[src/logic/sgd_consts.svh]
// Purpose: offsets, field positions and reset values of the glass driver
// Assumes: byte addresses on a 32-bit classic Wishbone bus
// Notes: included by the design, the monitor and the bench
`ifndef SGD_CONSTS_SVH
`define SGD_CONSTS_SVH

// register byte addresses
`define SGD_ADR_COMMAND 32'h4003c000
`define SGD_ADR_CONFIG 32'h4003c004
`define SGD_ADR_FRAMEDIV 32'h4003c008
`define SGD_ADR_PRESENT 32'h4003c00c
`define SGD_ADR_STATUS 32'h4003c010
`define SGD_ADR_SEGMAP0 32'h4003c030
`define SGD_ADR_SEGMAP1 32'h4003c034

// command bits
`define SGD_CMD_TURN_ON 0
`define SGD_CMD_TURN_OFF 1
`define SGD_CMD_REINIT 3

// configuration register fields
`define SGD_CFG_COMMON_COUNT_SELECT_LSB 0
`define SGD_CFG_SEGMENT_COUNT_SELECT_LSB 8
`define SGD_CFG_BUFFER_ON_TIME_LSB 16
`define SGD_CFG_BIAS_LSB 20
`define SGD_CFG_LOWPWR_BIT 24

// frame divider fields
`define SGD_FRM_SLOW_CLOCK_PRESCALER_LSB 0
`define SGD_FRM_DIV_LSB 8

// presentation fields
`define SGD_PRS_MODE_LSB 0
`define SGD_PRS_BLINK_LSB 8

// limits and reset values
`define SGD_COM_MAX 3'h4
`define SGD_SEG_COUNT 50
`define SGD_SLOW_CLOCK_PRESCALER_BASE 11'h008
`define SGD_BUF_HALF 4'h8
`define SGD_BUF_FULL 4'h9
`define SGD_RESET_WORD 32'h00000000

`endif

[src/logic/sgd_pkg.sv]
// Purpose: types shared by the glass driver frame control
// Assumes: constants come from sgd_consts.svh
// Notes: all state of the module is one sgd_regs_t
package sgd_pkg;

	typedef enum logic [2:0] {
		SGD_IDLE = 3'b001,
		SGD_RUN = 3'b010,
		SGD_GROUND = 3'b100
	} sgd_state_t;

	// fields applied only at a frame boundary or at turn-on from idle
	typedef struct packed {
		logic lowPower;
		logic [3:0] bufOnTime;
		logic [2:0] prescaler;
		logic [2:0] divider;
		logic [2:0] display_presentation_mode;
		logic [7:0] blinkDiv;
	} sgd_frame_cfg_t;

	typedef struct packed {
		sgd_state_t state;
		logic [2:0] common_count_select;
		logic [5:0] segment_count_select;
		logic [1:0] bias;
		sgd_frame_cfg_t pend;
		sgd_frame_cfg_t act;
		logic [49:0] segMap;
		logic disPend;
		logic [9:0] prescCnt;
		logic [2:0] divCnt;
		logic [2:0] comIdx;
		logic [7:0] blinkCnt;
		logic blinkPhase;
		logic [7:0] bufCnt;
		logic frameEnd;
		logic disDone;
		logic ack;
		logic [31:0] rdata;
	} sgd_regs_t;

	localparam sgd_regs_t SGD_REGS_RESET = '{state: SGD_IDLE, default: '0};

	// pin ownership towards the pad multiplexers
	typedef struct packed {
		logic [4:0] comDrive;
		logic [49:0] segDrive;
		logic allGround;
	} sgd_pads_t;

	// frame timing and waveform selection towards the waveform generator
	typedef struct packed {
		logic enabled;
		logic [2:0] comIdx;
		logic frameEnd;
		logic disDone;
		logic [1:0] bias;
		logic lowPower;
		logic [3:0] bufOnTime;
		logic bufDrive;
		logic bufHalf;
		logic [2:0] display_presentation_mode;
		logic blinkPhase;
	} sgd_frame_t;

endpackage

[src/logic/sgd_frame_control.sv]
// Purpose: registers, frame divider and on/off sequencing of the driver
// Assumes: clock is the slow clock; classic Wishbone slave, one word each
// Notes: one cycle to ack; writes take effect on the ack edge
// Functional notes
// - turn-on bit enables; zero bits do nothing
// - turn-off takes effect at next frame start
// - reinit acts as reset, grounds all lines
// - common count 0..4 selects driven commons
// - no map: segments above count released
// - map active: segment driven when bit set
// - bias field picks static, half, third
// - low-power bit selects low-power waveform
// - buffer on-time sets nominal drive time
// - waveform and timing fields apply per frame; bias applies at once
// - prescaler divides by eight times power
// - divider divides prescaler output by n+1
// - presentation modes 0..7, memory untouched
// - blink rate frame rate over divisor
// - after turn-off one ground frame, then stop
// - reinit raises no disable-complete event
//
// Added by the designer: the Wishbone interface to the registers.
`timescale 1ns/100ps
`include "sgd_consts.svh"

module sgd_frame_control (
	input wire logic clock,
	input wire logic sys_rst,
	input wire logic cyc_i,
	input wire logic stb_i,
	input wire logic we_i,
	input wire logic [31:0] adr_i,
	input wire logic [3:0] sel_i,
	input wire logic [31:0] dat_i,
	output logic [31:0] dat_o,
	output logic ack_o,
	output sgd_pkg::sgd_pads_t pads,
	output sgd_pkg::sgd_frame_t frame
);
	import sgd_pkg::*;

	// all state lives in one register; st_nxt is its next value
	sgd_regs_t st_r;
	sgd_regs_t st_nxt;

	// byte-lane merge of a write into an old word
	function automatic logic [31:0] mergeSel(input logic [31:0] oldW,
		input logic [31:0] newW, input logic [3:0] sel);
		logic [31:0] res;
		res = oldW;
		for (int b = 0; b < 4; b++) begin
			if (sel[b]) begin
				res[b*8 +: 8] = newW[b*8 +: 8];
			end
		end
		return res;
	endfunction

	// last count of the prescaler: 8 << field, minus one
	function automatic logic [9:0] prescLast(input logic [2:0] p);
		logic [10:0] full;
		full = `SGD_SLOW_CLOCK_PRESCALER_BASE << p;
		return 10'(full - 11'h001);
	endfunction

	// buffer drive length in clock periods
	function automatic logic [7:0] bufLen(input logic [3:0] v);
		logic [7:0] len;
		len = 8'h00;
		if (v >= 4'h1 && v <= 4'h7) begin
			len = 8'h01 << v;
		end else if (v == `SGD_BUF_HALF || v == `SGD_BUF_FULL) begin
			len = 8'h01;
		end
		return len;
	endfunction

	// word views of the stored registers
	function automatic logic [31:0] cfgWord(input sgd_regs_t s);
		logic [31:0] w;
		w = `SGD_RESET_WORD;
		w[`SGD_CFG_COMMON_COUNT_SELECT_LSB +: 3] = s.common_count_select;
		w[`SGD_CFG_SEGMENT_COUNT_SELECT_LSB +: 6] = s.segment_count_select;
		w[`SGD_CFG_BUFFER_ON_TIME_LSB +: 4] = s.pend.bufOnTime;
		w[`SGD_CFG_BIAS_LSB +: 2] = s.bias;
		w[`SGD_CFG_LOWPWR_BIT] = s.pend.lowPower;
		return w;
	endfunction

	function automatic logic [31:0] frmWord(input sgd_regs_t s);
		logic [31:0] w;
		w = `SGD_RESET_WORD;
		w[`SGD_FRM_SLOW_CLOCK_PRESCALER_LSB +: 3] = s.pend.prescaler;
		w[`SGD_FRM_DIV_LSB +: 3] = s.pend.divider;
		return w;
	endfunction

	function automatic logic [31:0] prsWord(input sgd_regs_t s);
		logic [31:0] w;
		w = `SGD_RESET_WORD;
		w[`SGD_PRS_MODE_LSB +: 3] = s.pend.display_presentation_mode;
		w[`SGD_PRS_BLINK_LSB +: 8] = s.pend.blinkDiv;
		return w;
	endfunction

	// decoded bus and frame timing nets
	logic reqOn;
	logic wrTake;
	logic [31:0] wrCfg;
	logic [31:0] wrFrm;
	logic [31:0] wrPrs;
	logic [31:0] wrMap0;
	logic [31:0] wrMap1;
	logic running;
	logic tick;
	logic step;
	logic frameDone;
	logic [2:0] comLimit;

	// bus qualifiers and merged write words
	assign reqOn = cyc_i && stb_i;
	assign wrTake = reqOn && we_i && st_r.ack;
	assign wrCfg = mergeSel(cfgWord(st_r), dat_i, sel_i);
	assign wrFrm = mergeSel(frmWord(st_r), dat_i, sel_i);
	assign wrPrs = mergeSel(prsWord(st_r), dat_i, sel_i);
	assign wrMap0 = mergeSel(st_r.segMap[31:0], dat_i, sel_i);
	assign wrMap1 = mergeSel({14'h0000, st_r.segMap[49:32]}, dat_i, sel_i);

	// frame sequencing ticks from the divided slow clock
	assign comLimit = (st_r.common_count_select > `SGD_COM_MAX) ? `SGD_COM_MAX
		: st_r.common_count_select;
	assign running = st_r.state != SGD_IDLE;
	assign tick = running && st_r.prescCnt == prescLast(st_r.act.prescaler);
	assign step = tick && st_r.divCnt == st_r.act.divider;
	assign frameDone = step && st_r.comIdx == comLimit;

	// next state of every register
	always_comb begin
		st_nxt = st_r;
		// event pulses last one cycle; ack answers a cycle after a request
		st_nxt.frameEnd = 1'b0;
		st_nxt.disDone = 1'b0;
		st_nxt.ack = reqOn && !st_r.ack;

		// frame counters
		if (running) begin
			st_nxt.prescCnt = tick ? 10'h000 : st_r.prescCnt + 10'h001;
			if (tick) begin
				st_nxt.divCnt = step ? 3'h0 : st_r.divCnt + 3'h1;
			end
			if (step) begin
				st_nxt.comIdx = frameDone ? 3'h0 : st_r.comIdx + 3'h1;
				st_nxt.bufCnt = bufLen(st_r.act.bufOnTime);
			end else if (st_r.bufCnt != 8'h00) begin
				st_nxt.bufCnt = st_r.bufCnt - 8'h01;
			end
		end

		// frame boundary: blink, apply pending fields, turn-off sequence
		if (frameDone) begin
			st_nxt.frameEnd = 1'b1;
			st_nxt.act = st_r.pend;
			// first common of the new frame already gets the new drive time
			st_nxt.bufCnt = bufLen(st_r.pend.bufOnTime);
			// blink phase flips every divisor frames; zero parks it low
			if (st_r.act.blinkDiv == 8'h00) begin
				st_nxt.blinkCnt = 8'h00;
				st_nxt.blinkPhase = 1'b0;
			end else if (st_r.blinkCnt >= st_r.act.blinkDiv - 8'h01) begin
				st_nxt.blinkCnt = 8'h00;
				st_nxt.blinkPhase = !st_r.blinkPhase;
			end else begin
				st_nxt.blinkCnt = st_r.blinkCnt + 8'h01;
			end
			// turn-off sequence: one ground frame, then idle
			unique case (st_r.state)
				SGD_RUN: begin
					if (st_r.disPend) begin
						st_nxt.state = SGD_GROUND;
						st_nxt.disPend = 1'b0;
					end
				end
				SGD_GROUND: begin
					st_nxt.state = SGD_IDLE;
					st_nxt.disDone = 1'b1;
					st_nxt.disPend = 1'b0; // no stale request after stop
					st_nxt.prescCnt = 10'h000;
					st_nxt.divCnt = 3'h0;
					st_nxt.bufCnt = 8'h00;
				end
				SGD_IDLE: begin
				end
			endcase
		end

		// register reads, prepared for the ack cycle
		if (reqOn && !st_r.ack) begin
			unique case (adr_i)
				`SGD_ADR_CONFIG: st_nxt.rdata = cfgWord(st_r);
				`SGD_ADR_FRAMEDIV: st_nxt.rdata = frmWord(st_r);
				`SGD_ADR_PRESENT: st_nxt.rdata = prsWord(st_r);
				`SGD_ADR_STATUS: st_nxt.rdata = {31'h00000000, running};
				`SGD_ADR_SEGMAP0: st_nxt.rdata = st_r.segMap[31:0];
				`SGD_ADR_SEGMAP1: st_nxt.rdata = {14'h0000, st_r.segMap[49:32]};
				default: st_nxt.rdata = `SGD_RESET_WORD;
			endcase
		end

		// register writes on the ack edge; reserved bits dropped
		if (wrTake) begin
			unique case (adr_i)
				`SGD_ADR_CONFIG: begin
					st_nxt.common_count_select = wrCfg[`SGD_CFG_COMMON_COUNT_SELECT_LSB +: 3];
					st_nxt.segment_count_select = wrCfg[`SGD_CFG_SEGMENT_COUNT_SELECT_LSB +: 6];
					st_nxt.pend.bufOnTime = wrCfg[`SGD_CFG_BUFFER_ON_TIME_LSB +: 4];
					st_nxt.bias = wrCfg[`SGD_CFG_BIAS_LSB +: 2];
					st_nxt.pend.lowPower = wrCfg[`SGD_CFG_LOWPWR_BIT];
				end
				`SGD_ADR_FRAMEDIV: begin
					st_nxt.pend.prescaler = wrFrm[`SGD_FRM_SLOW_CLOCK_PRESCALER_LSB +: 3];
					st_nxt.pend.divider = wrFrm[`SGD_FRM_DIV_LSB +: 3];
				end
				`SGD_ADR_PRESENT: begin
					st_nxt.pend.display_presentation_mode = wrPrs[`SGD_PRS_MODE_LSB +: 3];
					st_nxt.pend.blinkDiv = wrPrs[`SGD_PRS_BLINK_LSB +: 8];
				end
				`SGD_ADR_SEGMAP0: st_nxt.segMap[31:0] = wrMap0;
				`SGD_ADR_SEGMAP1: st_nxt.segMap[49:32] = wrMap1[17:0];
				`SGD_ADR_COMMAND: begin
					// turn-on from idle restarts the frame counters
					if (sel_i[0] && dat_i[`SGD_CMD_TURN_ON]
						&& st_r.state == SGD_IDLE) begin
						st_nxt.state = SGD_RUN;
						st_nxt.act = st_nxt.pend;
						st_nxt.prescCnt = 10'h000;
						st_nxt.divCnt = 3'h0;
						st_nxt.comIdx = 3'h0;
						st_nxt.bufCnt = bufLen(st_nxt.pend.bufOnTime);
					end
					// turn-off is only marked; a turn-on in the same word counts
					if (sel_i[0] && dat_i[`SGD_CMD_TURN_OFF]
						&& st_nxt.state != SGD_IDLE) begin
						st_nxt.disPend = 1'b1;
					end
				end
				default: begin
				end
			endcase
		end

		// reinit wins over everything and raises no completion
		if (wrTake && adr_i == `SGD_ADR_COMMAND && sel_i[0]
			&& dat_i[`SGD_CMD_REINIT]) begin
			st_nxt = SGD_REGS_RESET;
		end
	end

	// the single state register
	always_ff @(posedge clock or posedge sys_rst) begin
		if (sys_rst) begin
			st_r <= SGD_REGS_RESET;
		end else begin
			st_r <= st_nxt;
		end
	end

	// pin ownership: commons and segments handed to the driver
	always_comb begin
		pads.allGround = st_r.state != SGD_RUN;
		// reserved common counts above four act as four
		for (int c = 0; c < 5; c++) begin
			pads.comDrive[c] = running && 3'(c) <= comLimit;
		end
		for (int n = 0; n < `SGD_SEG_COUNT; n++) begin
			if (st_r.segMap != 50'h0) begin
				pads.segDrive[n] = running && st_r.segMap[n];
			end else begin
				pads.segDrive[n] = running && 6'(n) <= st_r.segment_count_select;
			end
		end
	end

	// frame timing and waveform selection
	always_comb begin
		// applied copies only; bias is raw and follows any config write at once
		frame.enabled = running;
		frame.comIdx = st_r.comIdx;
		frame.frameEnd = st_r.frameEnd;
		frame.disDone = st_r.disDone;
		frame.bias = st_r.bias;
		frame.lowPower = st_r.act.lowPower;
		frame.bufOnTime = st_r.act.bufOnTime;
		frame.bufDrive = st_r.bufCnt != 8'h00;
		frame.bufHalf = st_r.act.bufOnTime == `SGD_BUF_HALF;
		frame.display_presentation_mode = st_r.act.display_presentation_mode;
		frame.blinkPhase = st_r.blinkPhase;
	end

	// bus answers
	assign ack_o = st_r.ack;
	assign dat_o = st_r.rdata;

endmodule

[config.mk]
export PLATFORM = sky130hd
export DESIGN_NAME = sgd_frame_control
export DESIGN_NICKNAME = d
export VERILOG_FILES = /design/src/logic/sgd_pkg.sv /design/src/logic/sgd_frame_control.sv
export VERILOG_INCLUDE_DIRS = /design/src /design/src/logic
export SDC_FILE = /design/constraint.sdc
export NUM_CORES = 1
export LEC_CHECK = 0
export BUFFER_PORTS_ARGS = -buffer_cell sky130_fd_sc_hd__buf_2
export CELL_PAD_IN_SITES_DETAIL_PLACEMENT = 2
export CELL_PAD_IN_SITES_GLOBAL_PLACEMENT = 2
export CORE_MARGIN = 8
export CORE_UTILIZATION = 31
export DETAILED_ROUTE_END_ITERATION = 16
export GPL_TIMING_DRIVEN = 1
export PLACE_DENSITY_LB_ADDON = 0.1
export REMOVE_ABC_BUFFERS = 1
export SLEW_MARGIN = 15
export SYNTH_ARGS = -nofsm -noshare
export SYNTH_HDL_FRONTEND = slang
export SYNTH_SLANG_ARGS = --single-unit
[constraint.sdc]
create_clock -name clock -period 5.95 [get_ports clock]
set_clock_uncertainty 0.15 [all_clocks]
set_input_delay 0.8925 -clock clock [delete_from_list [all_inputs] [get_ports clock]]
set_output_delay 0.8925 -clock clock [all_outputs]
set_load 0.02 [all_outputs]
==> results of run 1 <==
==> synth_stat cells, drive strengths merged (7+ instances only) <==
library cell,n
a21o,8
a21oi,77
a22o,14
a22oi,12
a31oi,7
and2,8
and3,10
buf,72
clkbuf,39
dfrtp,176
ha,16
inv,22
mux2i,84
nand2,191
nand2b,11
nand3,26
nand4,9
nor2,189
nor3,27
nor4,21
o21ai,102
or4,7
xnor2,13
xor2,12
==> metal layers <==
metal  routed length [um]  GRT usage, %
met2                20100          34.7
met5                    0             0
met4                  495          4.34
met3                 1490          3.99
met1                20100          28.3
==> critical path, cell delays in order (launching register included) <==
cell	delay [ns]
dfrtp_1	0.46
nor4_1	0.70
nand4_1	0.23
nor4_2	0.23
buf_4	0.32
inv_1	0.13
nor2_1	0.72
a31oi_1	0.18
nor2_1	0.17
buf_2	0.20
==> area by class of cell <==
| cell class | instances | share of cell area (%) |
|---|---|---|
| Sequential cell | 177 | 36.5 |
| Inverter | 22 | 0.722 |
| Tap cell | 448 | 4.62 |
| Multi-Input combinational cell | 926 | 44.7 |
| Timing Repair Buffer | 193 | 8.34 |
| Clock buffer | 20 | 3.77 |
| Antenna cell | 1 | 0.0206 |
| Clock inverter | 11 | 1.26 |
==> cell families (layout without fill, tap and decap cells) <==
family                     count (synthesis)  after routing  share of synthesized area, %
AOI/OAI and AO/OA                        265            265                          15.1
xor gates and xnor gates                  25             25                          2.08
adders and majority gates                 16             16                          1.90
buffers and inverters                    133            246                          6.80
DFF                                      177            177                          42.0
muxes                                     87             87                          8.29
other                                      0              1                             0
and+or+nand+nor                          533            533                          23.8
==> state kept, by name (all words and copies together), names as in the netlist <==
signal  flops
st_r      128
dat_o      32
frame      16
ack_o       1
==> worst paths after layout <==
check,cells past startpoint,slack [ns],from,to
max reg2reg,10,1.81,st_r[134],st_r[134]
max,9,1.11,st_r[86],pads[50]
min reg2reg,2,0.34,dat_o[13],dat_o[13]
max in group asynchronous,3,4.19,sys_rst,st_r[42]
min in group asynchronous,2,0.44,sys_rst,st_r[84]
min,2,0.34,dat_o[13],dat_o[13]
==> cell usage in the layout (no fill, tap or decap), types with 4 or more instances in the layout <==
| cell type | instances |
|---|---|
| xnor2_1 | 13 |
| nor4b_1 | 5 |
| a21o_1 | 8 |
| or4_1 | 6 |
| o2bb2ai_1 | 4 |
| o31ai_1 | 4 |
| inv_1 | 19 |
| ha_1 | 16 |
| nand4_1 | 9 |
| and3_1 | 10 |
| nor4_1 | 18 |
| inv_6 | 4 |
| a31oi_1 | 7 |
| o21ai_0 | 93 |
| buf_4 | 12 |
| and2_1 | 8 |
| buf_2 | 180 |
| nand2b_1 | 11 |
| o21ai_1 | 9 |
| a22o_1 | 14 |
| xor2_1 | 12 |
| nor3_1 | 22 |
| nor3_4 | 4 |
| dfrtp_1 | 176 |
| a21oi_1 | 77 |
| a221oi_1 | 6 |
| mux2i_1 | 84 |
| nand2_1 | 188 |
| nor2_1 | 184 |
| a22oi_1 | 12 |
| clkbuf_16 | 17 |
| nand3_1 | 26 |
==> power by group through the flow <==
stage / clock network (mW) / logic [mW] / registers, mW
global route: 1.28 / 0.0964 / 1.20
CTS: 1.24 / 0.0894 / 1.20
global placement: 0 / 0.0891 / 1.23
floorplan: 0 / 0.0297 / 1.23
finish: 1.21 / 0.0865 / 1.20
detailed placement: 0 / 0.0892 / 1.23
==> metrics by stage <==
step	setup slack [ns]	utilization, %	power, mW	hold WS [ns]
2_1_floorplan	0.107	-	1.26	0.307
5_1_grt	0.994	36.2	2.58	0.367
3_3_place_gp	1.73	34.3	1.32	0.311
6_report	1.11	36.2	2.50	0.336
3_5_place_dp	1.69	34.3	1.32	0.326
4_1_cts	1.18	36.2	2.54	0.340
==> qor.yml, run 1 <==
maxCapViolations: 0
post_synth_num_cell_types: 75
worstSetupPathType: "flip-flop to output pin"
avgSynthCellArea_sq_um: 8.53
rsz0062_at_grt: "no"
combinationalPowerShare_pct: 3.5
hold_buffers: 0
rd_place_congestion: 0.857
worstPathArrival_ns: 3.80
area_of_combinational_cells_with_multiple_inputs_sq_mm: 0.00543
net-switching-power_mw: 0.588
clock-root-buffer: "clkbuf_16"
timing.final.max_slew_violations: 0
synthArstFlopShare_pct: 100
synth-seq-cells: 177
fp-row-count: 67
worst_skew_pair.late_latency_ns: 0.45
global_route.overflow_total: 0
synth_top_cell_by_area: "dfrtp_1"
share_clk_of_total_power_pct: 48.5
tritoncts: "built"
detailroute.via_count: 9582
number_of_buffers_added_by_the_clock_tree_synthesis_step: 17
via_per_inst: 5.33
critPathCaptureType: "output pin"
tritoncts_num_sinks: 177
power.share.sequential_pct: 48.1
worst-path-max-fanout: 21
synthTopCellsByArea: "dfrtp_1 42%, mux2i_1 8.0%, nand2_1 6.7%"
timing.hold.worst.class: "flip-flop to flip-flop"
grt_antenna_before_repair: 0
track_usage_pct: 21.0
fp.dieW_um: 200
power.density_mw_per_mm2: 206
cts_htree_levels: 4
die_h_um: 200
final_nets: 1426
post_synth_edffs: 0
final_cells: 1798
cts_post_setup_buffers_inserted: 0
port_buffers: 180
fmax_mhz: 207
setup_tns_ns: 0
initial_core_util_pct: 31.5
die_area_sq_mm: 0.0402
critPathRequiredTime_ns: 4.91
static-leakage-power_nw: 5.93
placed_cells: 1766
wl_per_cell_um: 23.5
cts_buffer_depth: 2
fin_crit_sh_pct: 81.3
cts_resized: 0
outcome: "finished, final reports clean"
ant_nets: 0
worstMarginPinSlew_ns: 1.17
placeable_core_region_sq_mm: 0.0335
sequential_cell_area_sq_mm: 0.00443
yosysWarningCount: 0
cell_internal_pwr_mw: 1.91
wire_length_of_the_first_global_routing_pass_mm: 66.3
relSlewSlack_pct: 21.6
synthToLayoutAreaGrowth_pct: 15.0
maximum_number_of_pins_on_one_net_before_global_route_repair: 98
finalWorstPathRequiredPeriod_ns: 4.84
synth_top_flop_cell: "dfrtp_1"
layout_cells_sized_above_1_pct: 19.3
finish.instance_area_sq_mm: 0.0121
routed_wl_mm: 42.2
io_pins: 181
fillerInstances: 3846
placed_area_sq_mm: 0.0115
start_kind: "flip-flop"
clock_slew_seen_by_the_registers_of_the_worst_setup_and_hold_paths_ns: 0.07
synth.top_cell.area_share_pct: 41.8
first_global_vias: 10549
detailed_place_hpwl_mm: 32.2
power.ir.vdd_worst_mv: 0.153
timing_hold_violations_final: 0
total_setup_violations_reported_at_the_end_of_the_flow: 0
postSynthCellCount: 1236
drt_iter0_drc: 402
synth_seq_area_share_pct: 42.0
syn_area_sq_mm: 0.0105
remaining_drc_errors: 0
sw_frac_of_total_pct: 23.5
first_pass_iters: 4
(Power assumes the default switching activity.)
==> inputs of run 2 (changes only) <==
--- a/config.mk
+++ b/config.mk
@@ -6,11 +6,12 @@
 export SDC_FILE = /design/constraint.sdc
 export NUM_CORES = 1
 export LEC_CHECK = 0
+export ABC_AREA = 1
 export BUFFER_PORTS_ARGS = -buffer_cell sky130_fd_sc_hd__buf_2
 export CELL_PAD_IN_SITES_DETAIL_PLACEMENT = 2
 export CELL_PAD_IN_SITES_GLOBAL_PLACEMENT = 2
 export CORE_MARGIN = 8
-export CORE_UTILIZATION = 31
+export CORE_UTILIZATION = 33
 export DETAILED_ROUTE_END_ITERATION = 16
 export GPL_TIMING_DRIVEN = 1
 export PLACE_DENSITY_LB_ADDON = 0.1
==> constraint.sdc (replaced) <==
create_clock -name clock -period 4.93 [get_ports clock]
set_clock_uncertainty 0.15 [all_clocks]
set_input_delay 0.7395 -clock clock [delete_from_list [all_inputs] [get_ports clock]]
set_output_delay 0.7395 -clock clock [all_outputs]
set_load 0.02 [all_outputs]
==> run 2 against run 1 <==
Effect of this change:
- cell count is 12% higher
- critical path depth stayed put
- clock power rose by 15%
- core utilization is 1.9 points higher
- power increased by 18%
- sequential power increased by 21%
- worst setup slack worse by 0.19 ns
- critical path type unchanged
- worst hold slack got worse by 0.068 ns
- synthesized cell count grew 18%
- synthesized area grew 3.7%
==> qor.yml, run 2 <==
synth_top_cell_by_area: "dfrtp_1"
remaining_drc_errors: 0
grt_antenna_before_repair: 2
final_setup_slack_of_the_worst_path_ns: 0.918
timing.final.max_slew_violations: 0
tritoncts_num_sinks: 177
maxCapViolations: 0
first_global_vias: 11832
tritoncts: "built"
relSlewSlack_pct: 39.3
routed_wl_mm: 44.5
rd_place_congestion: 0.853
fin_crit_sh_pct: 81.4
clock-root-buffer: "clkbuf_16"
wl_per_cell_um: 22.0
detailed_place_hpwl_mm: 34.0
first_pass_iters: 5
yosysWarningCount: 0
placement.setup.worst_slack_ns: 1.16
synth-seq-cells: 177
cts_post_setup_buffers_inserted: 0
layout.cells.most_common_list: "359 x nand2_1, 180 x buf_2, 176 x dfrtp_1, 152 x inv_1, 125 x nor2_1"
post_synth_edffs: 0
placeable_core_region_sq_mm: 0.0326
synth_seq_area_share_pct: 40.5
power.density_mw_per_mm2: 238
cts_resized: 0
track_usage_pct: 23.0
worstMarginPinSlew_ns: 0.910
initial_core_util_pct: 33.5
io_pins: 181
final_cells: 2021
layout_cells_sized_above_1_pct: 18.7
fp-row-count: 66
clock_slew_seen_by_the_registers_of_the_worst_setup_and_hold_paths_ns: 0.07
critPathRequiredTime_ns: 4.04
postSynthCellCount: 1464
worst-path-max-fanout: 43
largest-register: "st_r"
layout.cells.most_common: "nand2_1"
worstPathArrival_ns: 3.12
outcome: "finished, final reports clean"
diodes: 0
synthArstFlopShare_pct: 100
placed_cells: 1989
wire_length_of_the_first_global_routing_pass_mm: 69.5
timing_hold_violations_final: 0
max_ffs_per_register: 128
drt_iter0_drc: 435
ant_nets: 0
via_per_inst: 5.22
static-leakage-power_nw: 6.06
start_kind: "flip-flop"
number_of_buffers_added_by_the_clock_tree_synthesis_step: 17
global_route.overflow_total: 0
synth.most_common_cell: "nand2_1"
final_nets: 1655
rsz0062_at_grt: "no"
post_synth_num_cell_types: 53
worstSetupPathType: "flip-flop to output pin"
die_h_um: 198
finalWorstPathRequiredPeriod_ns: 4.01
maximum_number_of_pins_on_one_net_before_global_route_repair: 119
synth_top_flop_cell: "dfrtp_1"
worst_skew_pair.late_latency_ns: 0.46
cts_htree_levels: 4
yosys-top-cells-count: "359 x nand2_1, 176 x dfrtp_1, 153 x inv_1"
detailroute.via_count: 10555
cts_buffer_depth: 2
avgSynthCellArea_sq_um: 7.47
port_buffers: 180
hold_buffers: 0
synth.top_cell.area_share_pct: 40.3
die_area_sq_mm: 0.0392
finalCoreUtilization_pct: 38.0
timing.hold.worst.class: "input port to asynchronous set/reset pin"
fin_hold_ws_ns: 0.269
syn_area_sq_mm: 0.0109
total_setup_violations_reported_at_the_end_of_the_flow: 0
synthToLayoutAreaGrowth_pct: 13.5
fmax_mhz: 249
power.ir.vdd_worst_mv: 0.254
fp.dieW_um: 198
synthTopCellsByArea: "dfrtp_1 40%, nand2_1 12%, inv_1 5.2%"
critPathCaptureType: "output pin"
[run 2: cell type report]
class | instances | area [sq um]
well taps | 442 | 553
inverters | 164 | 626
clock inverters | 9 | 96.3
multi-input cells | 1016 | 5220
clock buffers | 23 | 488
flip-flops and latches | 177 | 4430
repair buffers | 190 | 1000
fillers | 3895 | 20200
[run 2: metal layers]
layer / part of all wire [%] / track usage (%) / vias to the layer above
met1: 44 / 28.2 / 5295
met5: 0.052 / 0 / -
li1: - / - / 4991
met3: 3.1 / 3.75 / 74
met4: 2.7 / 7.88 / 4
met2: 50 / 40.2 / 191
[run 2: final timing paths]
check	from	endpoint	slack (ns)	cells after the start
worst min register to register	dat_o[1]	dat_o[1]	0.32	2
worst min-delay path	sys_rst	st_r[114]	0.27	2
min in group clock	dat_o[1]	dat_o[1]	0.32	2
max in group asynchronous	sys_rst	frame[6]	3.26	3
worst max-delay path	st_r[106]	pads[3]	0.92	9
worst max register to register	st_r[134]	st_r[41]	1.44	17
[run 2: logic make-up (layout without fill, tap and decap cells)]
group	count (synthesis)	in the layout	synth area share [%]
compound gates	307	307	16.7
xor+xnor	26	26	2.08
fa+ha+maj	16	16	1.83
buf+inv	271	386	11.8
flops	177	177	40.5
mux	1	1	0.0915
simple gates	666	666	26.9
[run 2: power by group]
group / total, mW / internal (mW) / leakage, nW / switching [mW]
clock network: 1.39 / 0.756 / 0.277 / 0.632
logic: 0.108 / 0.0293 / 3.50 / 0.0791
registers: 1.45 / 1.45 / 2.28 / 0.000549
[run 2: through the flow]
step	area (sq um)	TNS, ns	power (mW)
2_1_floorplan	10300	-133.72	1.53
3_3_place_gp	11800	0	1.59
3_5_place_dp	11800	0	1.59
4_1_cts	12400	0	2.97
5_1_grt	12400	0	3.04
6_report	12400	0	2.95
[run 2: critical path, stage by stage, from the launching register on]
cell and delay (ns):
dfrtp_1 0.41, nor4_1 0.48, nand3_1 0.16, nor2_1 0.14
nand2_1 0.16, inv_1 0.39, buf_12 0.26, o21ai_0 0.12
a21oi_1 0.29, buf_2 0.23
